`src/sfhb_pkg.sv`:
```
// Package for the stack alarm and heartbeat block: register map, fields, timing
// Contract
// - With no enabled unmasked alarm, lower tone transmits fixed-rate heartbeat pulses.
// - Any sensed alarm in a group enabled by output select, except the system reset flag bit, stops the heartbeat toward devices below.
// - Masked alarms have no effect on heartbeat generation.
// - Mask only blocks later setting; an already set flag stays set.
// - Unmasked alarm condition sets its bit in the alarm flag registers.
// - Heartbeat comes from own clock; upper tone is never forwarded.
// - Alarm output low on unmasked internal alarm or lost upper tone if monitored.
// - Outside reset and shutdown, alarm output asserts only when host port enable bit is set.
// - Internal groups gated by output select; upper alarms by upper monitor enable.
// - Alarm output low during reset or shutdown.
// - Heartbeat stop and alarm output assertion happen in the same cycle.
// - With stack comms, start needs flag cleared and four upper pulses; clears upstream alarm.
// - Upper monitor watches falling edges; under-frequency sets detect and alarm; one miss tolerated.
// - Over-frequency sets tone rate error; clear succeeds only once signaling is correct.
// - Monitor, auto-sample, command-sample and self-test alarms stop tone and assert output.
// - Tone rate error is evaluated locally in each device.
// - Selected group alarm drives output low and stops tone when enabled.
package sfhb_pkg;
   // Register byte addresses (AXI4-Lite)
   localparam logic [7:0] ADDR_ALARM_SYS = 8'h00;
   localparam logic [7:0] ADDR_ALARM_COM = 8'h04;
   localparam logic [7:0] ADDR_ALARM_DEV = 8'h08;
   localparam logic [7:0] ADDR_SYSTEM_ALARM_MASK = 8'h0c;
   localparam logic [7:0] ADDR_MASK_COM = 8'h10;
   localparam logic [7:0] ADDR_DEVICE_ALARM_MASK = 8'h14;
   localparam logic [7:0] ADDR_OUT_SEL = 8'h18;
   localparam logic [7:0] ADDR_COMM_CFG = 8'h1c;
   localparam logic [7:0] ADDR_STATUS = 8'h20;
   localparam logic [7:0] ADDR_CTRL = 8'h24;
   // Alarm source width per register
   localparam int NSRC = 8;
   // System alarm bits
   localparam int SYSTEM_RESET_FLAG_BIT = 0;
   // Comm alarm bits
   localparam int COM_RATE_ERR_BIT = 0;
   // Output select groups
   localparam int GRP_SYS = 0;
   localparam int GRP_COM = 1;
   localparam int GRP_DEV = 2;
   // Comm config fields
   localparam int CFG_HOST_EN = 0;
   localparam int CFG_UPPER_EN = 1;
   localparam int CFG_STACK_EN = 2;
   // Status fields
   localparam int ST_UP_DET = 0;
   localparam int ST_UP_ALARM = 1;
   localparam int ST_TONE_ON = 2;
   localparam int ST_ALARM_OUT = 3;
   // Control fields
   localparam int CTL_SHUTDOWN = 0;
   // Reset values
   localparam logic [NSRC-1:0] RST_ALARM_SYS = 8'h01;
   localparam logic [NSRC-1:0] RST_MASK = 8'h00;
   localparam logic [NSRC-1:0] RST_OUT_SEL = 8'h07;
   localparam logic [NSRC-1:0] RST_COMM_CFG = 8'h01;
   // Timing at 100 MHz
   localparam int CLK_MHZ = 100;
   localparam int HB_PERIOD_US = 100;
   localparam int HB_PERIOD_CYC = HB_PERIOD_US * CLK_MHZ;
   localparam int HB_WIDTH_CYC = 100;
   localparam int UP_MIN_CYC = HB_PERIOD_CYC / 2;
   localparam int UP_MAX_CYC = HB_PERIOD_CYC * 2 + HB_PERIOD_CYC / 2;
   localparam int START_PULSES = 4;
   localparam logic [1:0] RESP_OKAY = 2'b00;
   localparam logic [1:0] RESP_SLVERR = 2'b10;
   // Raw alarm conditions from the analog and digital monitors
   typedef struct packed {
      logic [NSRC-1:0] sys;
      logic [NSRC-1:0] com;
      logic [NSRC-1:0] dev;
   } sfhb_cond_s;
endpackage

```
`src/sfhb_top.sv`:
```
// Stack alarm aggregation, heartbeat generator and upper tone monitor
`timescale 1ns/1ps
module sfhb_top #(
   parameter int HB_PERIOD = sfhb_pkg::HB_PERIOD_CYC,
   parameter int HB_WIDTH = sfhb_pkg::HB_WIDTH_CYC,
   parameter int UP_MIN = sfhb_pkg::UP_MIN_CYC,
   parameter int UP_MAX = sfhb_pkg::UP_MAX_CYC
) (
   input wire logic CLK,
   input wire logic RST_N,
   input wire sfhb_pkg::sfhb_cond_s COND,
   input wire logic UPPER_ALARM_RX,
   output logic LOWER_ALARM_TX,
   output logic ALARM_OUT_N,
   input wire logic [7:0] AWADDR,
   input wire logic AWVALID,
   output logic AWREADY,
   input wire logic [31:0] WDATA,
   input wire logic [3:0] WSTRB,
   input wire logic WVALID,
   output logic WREADY,
   output logic [1:0] BRESP,
   output logic BVALID,
   input wire logic BREADY,
   input wire logic [7:0] ARADDR,
   input wire logic ARVALID,
   output logic ARREADY,
   output logic [31:0] RDATA,
   output logic [1:0] RRESP,
   output logic RVALID,
   input wire logic RREADY
);
   import sfhb_pkg::*;

   typedef enum logic [1:0] {HB_WAIT, HB_RUN, HB_STOP} sfhb_hb_e;

   logic [NSRC-1:0] alarm_sys_r, alarm_com_r, alarm_dev_r;
   logic [NSRC-1:0] system_alarm_mask_r, mask_com_r, device_alarm_mask_r;
   logic [NSRC-1:0] out_sel_r, comm_cfg_r, ctrl_r;
   logic up_det_r, up_alarm_r;
   sfhb_hb_e hb_r;
   logic [31:0] hb_cnt_r;
   logic [31:0] up_cnt_r;
   logic [2:0] up_pulses_r;
   logic up_prev_r;
   logic tone_r, alarm_n_r;
   logic aw_hold_r, w_hold_r;
   logic [7:0] aw_addr_r;
   logic [31:0] w_data_r;
   logic [3:0] w_strb_r;
   logic bvalid_r, rvalid_r;
   logic [1:0] bresp_r, rresp_r;
   logic [31:0] rdata_r;

   // Byte-lane merge of the low byte, the only one that carries register bits
   function automatic logic [NSRC-1:0] merge(input logic [NSRC-1:0] old,
                                             input logic [31:0] d,
                                             input logic [3:0] s);
      merge = s[0] ? d[NSRC-1:0] : old;
   endfunction

   function automatic logic is_mapped(input logic [7:0] a);
      is_mapped = (a <= ADDR_CTRL) && (a[1:0] == 2'b00);
   endfunction

   // Write channel: address and data taken in either order
   logic wr_go;
   logic [7:0] wr_addr;
   logic [31:0] wr_data;
   logic [3:0] wr_strb;
   assign wr_go = aw_hold_r && w_hold_r && !bvalid_r;
   assign wr_addr = aw_addr_r;
   assign wr_data = w_data_r;
   assign wr_strb = w_strb_r;

   always_ff @(posedge CLK or negedge RST_N) begin
      if (!RST_N) begin
         aw_hold_r <= 1'b0;
         aw_addr_r <= 8'h00;
      end else if (AWVALID && AWREADY) begin
         aw_hold_r <= 1'b1;
         aw_addr_r <= AWADDR;
      end else if (wr_go) begin
         aw_hold_r <= 1'b0;
      end
   end

   always_ff @(posedge CLK or negedge RST_N) begin
      if (!RST_N) begin
         w_hold_r <= 1'b0;
         w_data_r <= 32'h0000_0000;
         w_strb_r <= 4'h0;
      end else if (WVALID && WREADY) begin
         w_hold_r <= 1'b1;
         w_data_r <= WDATA;
         w_strb_r <= WSTRB;
      end else if (wr_go) begin
         w_hold_r <= 1'b0;
      end
   end

   always_ff @(posedge CLK or negedge RST_N) begin
      if (!RST_N) begin
         AWREADY <= 1'b0;
         WREADY <= 1'b0;
      end else begin
         AWREADY <= !aw_hold_r && !(AWVALID && AWREADY) && !bvalid_r;
         WREADY <= !w_hold_r && !(WVALID && WREADY) && !bvalid_r;
      end
   end

   always_ff @(posedge CLK or negedge RST_N) begin
      if (!RST_N) begin
         bvalid_r <= 1'b0;
         bresp_r <= RESP_OKAY;
      end else if (wr_go) begin
         bvalid_r <= 1'b1;
         bresp_r <= is_mapped(wr_addr) ? RESP_OKAY : RESP_SLVERR;
      end else if (BREADY) begin
         bvalid_r <= 1'b0;
      end
   end

   // Read channel, one outstanding read
   always_ff @(posedge CLK or negedge RST_N) begin
      if (!RST_N) begin
         ARREADY <= 1'b0;
      end else begin
         ARREADY <= !rvalid_r && !(ARVALID && ARREADY);
      end
   end

   always_ff @(posedge CLK or negedge RST_N) begin
      if (!RST_N) begin
         rvalid_r <= 1'b0;
         rresp_r <= RESP_OKAY;
         rdata_r <= 32'h0000_0000;
      end else if (ARVALID && ARREADY) begin
         rvalid_r <= 1'b1;
         rresp_r <= is_mapped(ARADDR) ? RESP_OKAY : RESP_SLVERR;
         case (ARADDR)
            ADDR_ALARM_SYS: rdata_r <= {24'h000000, alarm_sys_r};
            ADDR_ALARM_COM: rdata_r <= {24'h000000, alarm_com_r};
            ADDR_ALARM_DEV: rdata_r <= {24'h000000, alarm_dev_r};
            ADDR_SYSTEM_ALARM_MASK: rdata_r <= {24'h000000, system_alarm_mask_r};
            ADDR_MASK_COM: rdata_r <= {24'h000000, mask_com_r};
            ADDR_DEVICE_ALARM_MASK: rdata_r <= {24'h000000, device_alarm_mask_r};
            ADDR_OUT_SEL: rdata_r <= {24'h000000, out_sel_r};
            ADDR_COMM_CFG: rdata_r <= {24'h000000, comm_cfg_r};
            ADDR_STATUS: rdata_r <= {28'h0000000, ~alarm_n_r, tone_r, up_alarm_r, up_det_r};
            ADDR_CTRL: rdata_r <= {24'h000000, ctrl_r};
            default: rdata_r <= 32'h0000_0000;
         endcase
      end else if (RREADY) begin
         rvalid_r <= 1'b0;
      end
   end

   logic wr_hit_sys, wr_hit_com, wr_hit_dev, wr_hit_st;
   assign wr_hit_sys = wr_go && wr_addr == ADDR_ALARM_SYS && wr_strb[0];
   assign wr_hit_com = wr_go && wr_addr == ADDR_ALARM_COM && wr_strb[0];
   assign wr_hit_dev = wr_go && wr_addr == ADDR_ALARM_DEV && wr_strb[0];
   assign wr_hit_st = wr_go && wr_addr == ADDR_STATUS && wr_strb[0];

   // Plain settings
   always_ff @(posedge CLK or negedge RST_N) begin
      if (!RST_N) begin
         system_alarm_mask_r <= RST_MASK;
         mask_com_r <= RST_MASK;
         device_alarm_mask_r <= RST_MASK;
         out_sel_r <= RST_OUT_SEL;
         comm_cfg_r <= RST_COMM_CFG;
         ctrl_r <= 8'h00;
      end else if (wr_go) begin
         case (wr_addr)
            ADDR_SYSTEM_ALARM_MASK: system_alarm_mask_r <= merge(system_alarm_mask_r, wr_data, wr_strb);
            ADDR_MASK_COM: mask_com_r <= merge(mask_com_r, wr_data, wr_strb);
            ADDR_DEVICE_ALARM_MASK: device_alarm_mask_r <= merge(device_alarm_mask_r, wr_data, wr_strb);
            ADDR_OUT_SEL: out_sel_r <= merge(out_sel_r, wr_data, wr_strb);
            ADDR_COMM_CFG: comm_cfg_r <= merge(comm_cfg_r, wr_data, wr_strb);
            ADDR_CTRL: ctrl_r <= merge(ctrl_r, wr_data, wr_strb);
            default: ;
         endcase
      end
   end

   // Upper tone monitor: falling edges only
   logic up_fall, up_under, up_over, up_rate_bad;
   assign up_fall = up_prev_r && !UPPER_ALARM_RX;
   // Two periods plus margin: one lost pulse passes unreported
   assign up_under = comm_cfg_r[CFG_UPPER_EN] && (up_cnt_r >= 32'(UP_MAX));
   assign up_over = comm_cfg_r[CFG_UPPER_EN] && up_fall && (up_cnt_r < 32'(UP_MIN));
   // Rate still wrong means the error cannot be cleared yet
   assign up_rate_bad = up_over || (comm_cfg_r[CFG_UPPER_EN] && up_pulses_r == 3'd0);

   always_ff @(posedge CLK or negedge RST_N) begin
      if (!RST_N) begin
         up_prev_r <= 1'b0;
         up_cnt_r <= 32'h0000_0000;
         up_pulses_r <= 3'd0;
      end else begin
         up_prev_r <= UPPER_ALARM_RX;
         if (up_fall) begin
            up_cnt_r <= 32'h0000_0000;
            if (up_over || up_under) begin
               up_pulses_r <= 3'd0;
            end else if (up_pulses_r < 3'(START_PULSES)) begin
               up_pulses_r <= up_pulses_r + 3'd1;
            end
         end else begin
            if (up_cnt_r < 32'(UP_MAX)) begin
               up_cnt_r <= up_cnt_r + 32'h0000_0001;
            end
            if (up_under) begin
               up_pulses_r <= 3'd0;
            end
         end
      end
   end

   // Flags: set wins over clear; mask gates only new sets
   logic [NSRC-1:0] set_sys, set_com, set_dev;
   assign set_sys = COND.sys & ~system_alarm_mask_r;
   assign set_com = (COND.com | {{(NSRC-1){1'b0}}, up_over}) & ~mask_com_r;
   assign set_dev = COND.dev & ~device_alarm_mask_r;

   // Write-one-to-clear, applied before the set term so a new event wins
   function automatic logic [NSRC-1:0] w1c(input logic [NSRC-1:0] old,
                                           input logic hit,
                                           input logic [31:0] d);
      w1c = hit ? (old & ~d[NSRC-1:0]) : old;
   endfunction

   // Rate error held while the tone rate is still wrong
   logic [NSRC-1:0] keep_com;
   assign keep_com = {{(NSRC-1){1'b0}}, alarm_com_r[COM_RATE_ERR_BIT] & up_rate_bad};

   always_ff @(posedge CLK or negedge RST_N) begin
      if (!RST_N) begin
         alarm_sys_r <= RST_ALARM_SYS;
      end else begin
         alarm_sys_r <= w1c(alarm_sys_r, wr_hit_sys, wr_data) | set_sys;
      end
   end

   always_ff @(posedge CLK or negedge RST_N) begin
      if (!RST_N) begin
         alarm_com_r <= 8'h00;
      end else begin
         alarm_com_r <= w1c(alarm_com_r, wr_hit_com, wr_data) | set_com | keep_com;
      end
   end

   always_ff @(posedge CLK or negedge RST_N) begin
      if (!RST_N) begin
         alarm_dev_r <= 8'h00;
      end else begin
         alarm_dev_r <= w1c(alarm_dev_r, wr_hit_dev, wr_data) | set_dev;
      end
   end

   logic start_ok;
   assign start_ok = !alarm_sys_r[SYSTEM_RESET_FLAG_BIT]
                     && (!comm_cfg_r[CFG_STACK_EN] || up_pulses_r == 3'(START_PULSES));

   always_ff @(posedge CLK or negedge RST_N) begin
      if (!RST_N) begin
         up_det_r <= 1'b0;
         up_alarm_r <= 1'b0;
      end else begin
         if (up_under) begin
            up_det_r <= 1'b1;
            up_alarm_r <= 1'b1;
         end else begin
            if (wr_hit_st && wr_data[ST_UP_DET]) begin
               up_det_r <= 1'b0;
            end
            if (hb_r == HB_WAIT && start_ok) begin
               up_alarm_r <= 1'b0;
            end else if (wr_hit_st && wr_data[ST_UP_ALARM]) begin
               up_alarm_r <= 1'b0;
            end
         end
      end
   end

   // Output select gating of groups
   logic int_alarm, up_lost, trip;
   assign int_alarm = (out_sel_r[GRP_SYS] && |alarm_sys_r[NSRC-1:1])
                      || (out_sel_r[GRP_COM] && |alarm_com_r)
                      || (out_sel_r[GRP_DEV] && |alarm_dev_r);
   assign up_lost = comm_cfg_r[CFG_UPPER_EN] && up_alarm_r;
   // One term drives both outputs so they switch on the same edge
   assign trip = int_alarm || up_lost || ctrl_r[CTL_SHUTDOWN];

   always_ff @(posedge CLK or negedge RST_N) begin
      if (!RST_N) begin
         hb_r <= HB_WAIT;
         hb_cnt_r <= 32'h0000_0000;
      end else begin
         case (hb_r)
            HB_WAIT: begin
               hb_cnt_r <= 32'h0000_0000;
               if (start_ok && !trip) begin
                  hb_r <= HB_RUN;
               end
            end
            HB_RUN: begin
               if (trip) begin
                  hb_r <= HB_STOP;
               end else if (hb_cnt_r == 32'(HB_PERIOD - 1)) begin
                  hb_cnt_r <= 32'h0000_0000;
               end else begin
                  hb_cnt_r <= hb_cnt_r + 32'h0000_0001;
               end
            end
            HB_STOP: begin
               hb_cnt_r <= 32'h0000_0000;
               if (!trip) begin
                  hb_r <= HB_WAIT;
               end
            end
            default: hb_r <= HB_WAIT;
         endcase
      end
   end

   always_ff @(posedge CLK or negedge RST_N) begin
      if (!RST_N) begin
         tone_r <= 1'b0;
      end else begin
         tone_r <= hb_r == HB_RUN && !trip && hb_cnt_r < 32'(HB_WIDTH);
      end
   end

   // Shutdown forces the pin low even with the host port disabled
   always_ff @(posedge CLK or negedge RST_N) begin
      if (!RST_N) begin
         alarm_n_r <= 1'b0;
      end else begin
         alarm_n_r <= !((trip || hb_r != HB_RUN) && comm_cfg_r[CFG_HOST_EN])
                      && !ctrl_r[CTL_SHUTDOWN];
      end
   end

   assign LOWER_ALARM_TX = tone_r;
   assign ALARM_OUT_N = alarm_n_r;
   assign BVALID = bvalid_r;
   assign BRESP = bresp_r;
   assign RVALID = rvalid_r;
   assign RRESP = rresp_r;
   assign RDATA = rdata_r;
endmodule

```
`config.mk`:
```
export PLATFORM = sky130hd
export DESIGN_NAME = sfhb_top
export DESIGN_NICKNAME = d
export VERILOG_FILES = /design/src/sfhb_pkg.sv /design/src/sfhb_top.sv
export SDC_FILE = /design/constraint.sdc
export NUM_CORES = 1
export LEC_CHECK = 0
export BUFFER_PORTS_ARGS = -buffer_cell sky130_fd_sc_hd__buf_4
export CELL_PAD_IN_SITES_DETAIL_PLACEMENT = 1
export CELL_PAD_IN_SITES_GLOBAL_PLACEMENT = 2
export CORE_MARGIN = 5
export CORE_UTILIZATION = 37
export CTS_CLUSTER_DIAMETER = 30
export DETAILED_ROUTE_END_ITERATION = 10
export GPL_TIMING_DRIVEN = 1
export PLACE_DENSITY = 0.84
export SLEW_MARGIN = 0
export SYNTH_ARGS = -nofsm -noshare
export SYNTH_HDL_FRONTEND = slang
export SYNTH_SLANG_ARGS = --single-unit
```
`constraint.sdc`:
```
create_clock -name CLK -period 2.65 [get_ports CLK]
set_clock_uncertainty 0.05 [all_clocks]
set_input_delay 0.6625 -clock CLK [delete_from_list [all_inputs] [get_ports CLK]]
set_output_delay 0.6625 -clock CLK [all_outputs]
set_load 0.1 [all_outputs]
```
==> impl_metrics.yaml <==
status:
  run_status: "complete, no violations"
logic_synthesis:
  synth_top_cells_by_area: "sky130_fd_sc_hd__dfrtp_1 48%, sky130_fd_sc_hd__mux2_2 8.5%, sky130_fd_sc_hd__nand2_1 3.4%, sky130_fd_sc_hd__a31oi_1 2.4%, sky130_fd_sc_hd__nand3_1 2.3%"
  synth_top_area_share_pct: 47.78
  synth_top_flop_cell: "sky130_fd_sc_hd__dfrtp_1"
  syn_area_um2: 9165
  synth_edf_count: 0
  synthDistinctLibCells: 72
  synth.avg_cell_area_um2: 10.31
  ys_seq_area_share_pct: 49.22
  post-synth-top-area-cell: "sky130_fd_sc_hd__dfrtp_1"
  yosysWarningCount: 0
  yosys_register_bits: 180
  synthArstFlopShare_pct: 100.0
  postSynthCellCount: 889
cts:
  htreeDepth: 4
  cts_hold_buffers: 0
  cts.repair_timing.setup_buffer_count: 0
  numClockSinks: 180
  cts.root.buffer_cell: "sky130_fd_sc_hd__clkbuf_16"
  max_buffers_root_to_sink: 2
  numCtsBuffers: 17
  cts_tree: "built"
  clk-insertion-delay-late_ns: 0.44
  clk_pin_slew_ns: 0.08
timing:
  slew_headroom_pct: 44.78
  fmaxAchievable_mhz: 391.2
  setup_total_negative_slack_ns: 0
  setup_repair_after_global_routing_missed_its_margin: "false"
  finalCritPeriodShare_pct: 96.45
  slew_violations: 0
  tightest_slew_ns: 0.8283
  setup_viol: 0
  shortest_period_the_worst_path_allows_ns: 2.556
  finalHoldViolations: 0
floorplanning:
  floorplan.core_area_um2: 24390
  floorplan.io_pins: 127
  die-height_um: 167.4
  floorplan.initialDensity_pct: 37.58
  row_count: 57
  die_width_um: 167.4
  fp.dieArea_um2: 28020
final_layout:
  postLayoutCellArea_um2: 10870
  fin_nets: 1073
  most-common-layout-cells: "175 x sky130_fd_sc_hd__dfrtp_1, 117 x sky130_fd_sc_hd__buf_4, 82 x sky130_fd_sc_hd__nand2_1, 69 x sky130_fd_sc_hd__mux2_2, 49 x sky130_fd_sc_hd__inv_1"
  drive_above_1_share_pct: 25.45
  layout_commonest_cell: "sky130_fd_sc_hd__dfrtp_1"
  area_growth_syn_to_layout_pct: 18.61
  antenna-diode-count: 0
drt:
  routed_wl_um: 27560
  wire_per_inst_um: 20.85
  vias_per_cell: 5.699
  drtAntennaViolNets: 0
  drt-initial-drc-count: 491
  detailedRoute.firstPassIterationCount: 4
  drc_errors: 0
  vias_post_dr: 7534
power_and_ir_drop:
  power.density_nw_per_um2: 759.4
  peakVddDrop_mv: 0.4512
  static-leakage-power_nw: 4.707
  design_power_total_mw: 8.255
global_routing:
  grt_antenna_before_repair: 1
  grt_max_degree: 53
  total_grt_usage_pct: 19.75
  overflow: 0
  first_global_vias: 7915
  grt_first_pass_wirelength_um: 44570
worst_setup_path:
  cp-startpoint: "alarm_com_r[4]$_DFF_PN0_"
  criticalPathCategory: "flop to flop"
  required_ns: 2.92
  kind_of_start_point_of_the_critical_path: "flop"
  end_kind: "flop"
  critical_path_peak_fanout: 15
  worstReg2RegStart: "alarm_com_r[4]$_DFF_PN0_"
  worstPathArrival_ns: 2.83
min_path:
  hold_class: "primary input to asynchronous set/reset pin"
placement:
  placed_cell_area_um2: 10230
  port-buffer-count: 73
  place.gp.congestion: 0.8285
  dp_hpwl_um: 19630
job:
  max_cap_viol: 0
==> synth_stat cells (all sizes together), types with 4 or more instances <==
library cell / number
nor4: 22
clkbuf: 33
nand4: 19
a31oi: 35
buf: 36
o21ai: 26
o211ai: 5
nand3: 43
dfstp: 5
a32o: 4
o31ai: 11
nand2: 83
a32oi: 4
or3: 14
a22oi: 6
mux2i: 17
nor2b: 6
or2: 4
o31a: 4
o22ai: 7
nor2: 30
or4: 20
nor4b: 4
dfrtp: 175
inv: 49
a41oi: 4
and3: 10
nand2b: 6
a21oi: 28
nor3: 19
ha: 4
and4: 4
mux2: 69
and2: 21
a22o: 24
==> registers in the layout (all words and copies together), names as in the netlist, 2 cells and up <==
register	cells
up_pulses_r	3
system_alarm_mask_r	8
ctrl_r	8
hb_cnt_r	32
alarm_com_r	8
device_alarm_mask_r	8
up_cnt_r	32
out_sel_r	8
hb_r	2
alarm_dev_r	8
RDATA	8
w_data_r	8
mask_com_r	8
aw_addr_r	8
comm_cfg_r	8
alarm_sys_r	8
==> logic make-up after synthesis <==
family | share of synthesized area, %
XOR/XNOR | 0.09558
adder cells (fa/ha/maj) | 0.5461
AND/OR/NAND/NOR | 18.77
multiplexers | 11.07
flip-flops | 49.22
AO/OA/AOI/OAI | 14.17
buffers and inverters | 6.089
other | 0.04092
==> path summary, 6_finish.rpt <==
| path | endpoint | slack [ns] | depth (start not counted) |
|---|---|---|---|
| min in group CLK | up_prev_r$_DFF_PN0_ | 0.31 | 1 |
| setup reg to reg | hb_cnt_r[4]$_DFFE_PN0P_ | 0.09 | 7 |
| hold reg to reg | ARREADY$_DFF_PN0_ | 0.43 | 1 |
| max in group asynchronous | alarm_sys_r[0]$_DFF_PN1_ | 1.75 | 2 |
| hold / removal | AWREADY$_DFF_PN0_ | 0.07 | 1 |
| setup / recovery | hb_cnt_r[4]$_DFFE_PN0P_ | 0.09 | 7 |
==> layout make-up <==
type | count | area [um2]
clock buffer | 17 | 425.4
clock inverter | 15 | 203.9
fill | 2744 | 13520
inverter | 49 | 183.9
multi-input combinational | 616 | 4198
sequential | 180 | 4511
tap | 324 | 405.4
timing repair buffer | 121 | 943.4
==> worst max-delay path: stages (launching register included) <==
cell	delay (ns)
sky130_fd_sc_hd__dfrtp_1	0.44
sky130_fd_sc_hd__or4_2	0.75
sky130_fd_sc_hd__o21ai_4	0.22
sky130_fd_sc_hd__buf_4	0.15
sky130_fd_sc_hd__and4_1	0.24
sky130_fd_sc_hd__buf_6	0.18
sky130_fd_sc_hd__nand2_2	0.13
sky130_fd_sc_hd__o32ai_1	0.28
==> metal layers <==
layer | up-vias | track usage [%] | wire, um
li1 | 3443 | - | -
met1 | 3918 | 27.87 | 12940
met2 | 144 | 31.85 | 13110
met3 | 27 | 3.088 | 1087
met4 | 2 | 5.328 | 417
met5 | - | 0 | 7
==> repair_timing <==
action | in CTS | in global routing
endpoints found under the setup margin | 1 | 2
cloned | 0 | 0
resized for setup | 1 | 2
pin swaps | 0 | 0
==> metrics by stage <==
stage	cells	hold WS, ns	setup slack [ns]	util (%)
3_3_place_gp	1290	0.4102	0.08567	41.94
6_report	1322	0.06554	0.09406	44.57
5_1_grt	1322	0.06926	0.001334	44.57
4_1_cts	1322	0.06508	0.06359	44.53
3_5_place_dp	1290	0.4192	0.03253	41.94
2_1_floorplan	914	0.3169	0.1889	-
==> where the power goes <==
group	internal [mW]	switching, mW
combinational	0.695	1.30
clock	1.38	1.31
sequential	3.07	0.496
total	5.15	3.11
No activity file was read; power rests on OpenSTA's default activity.
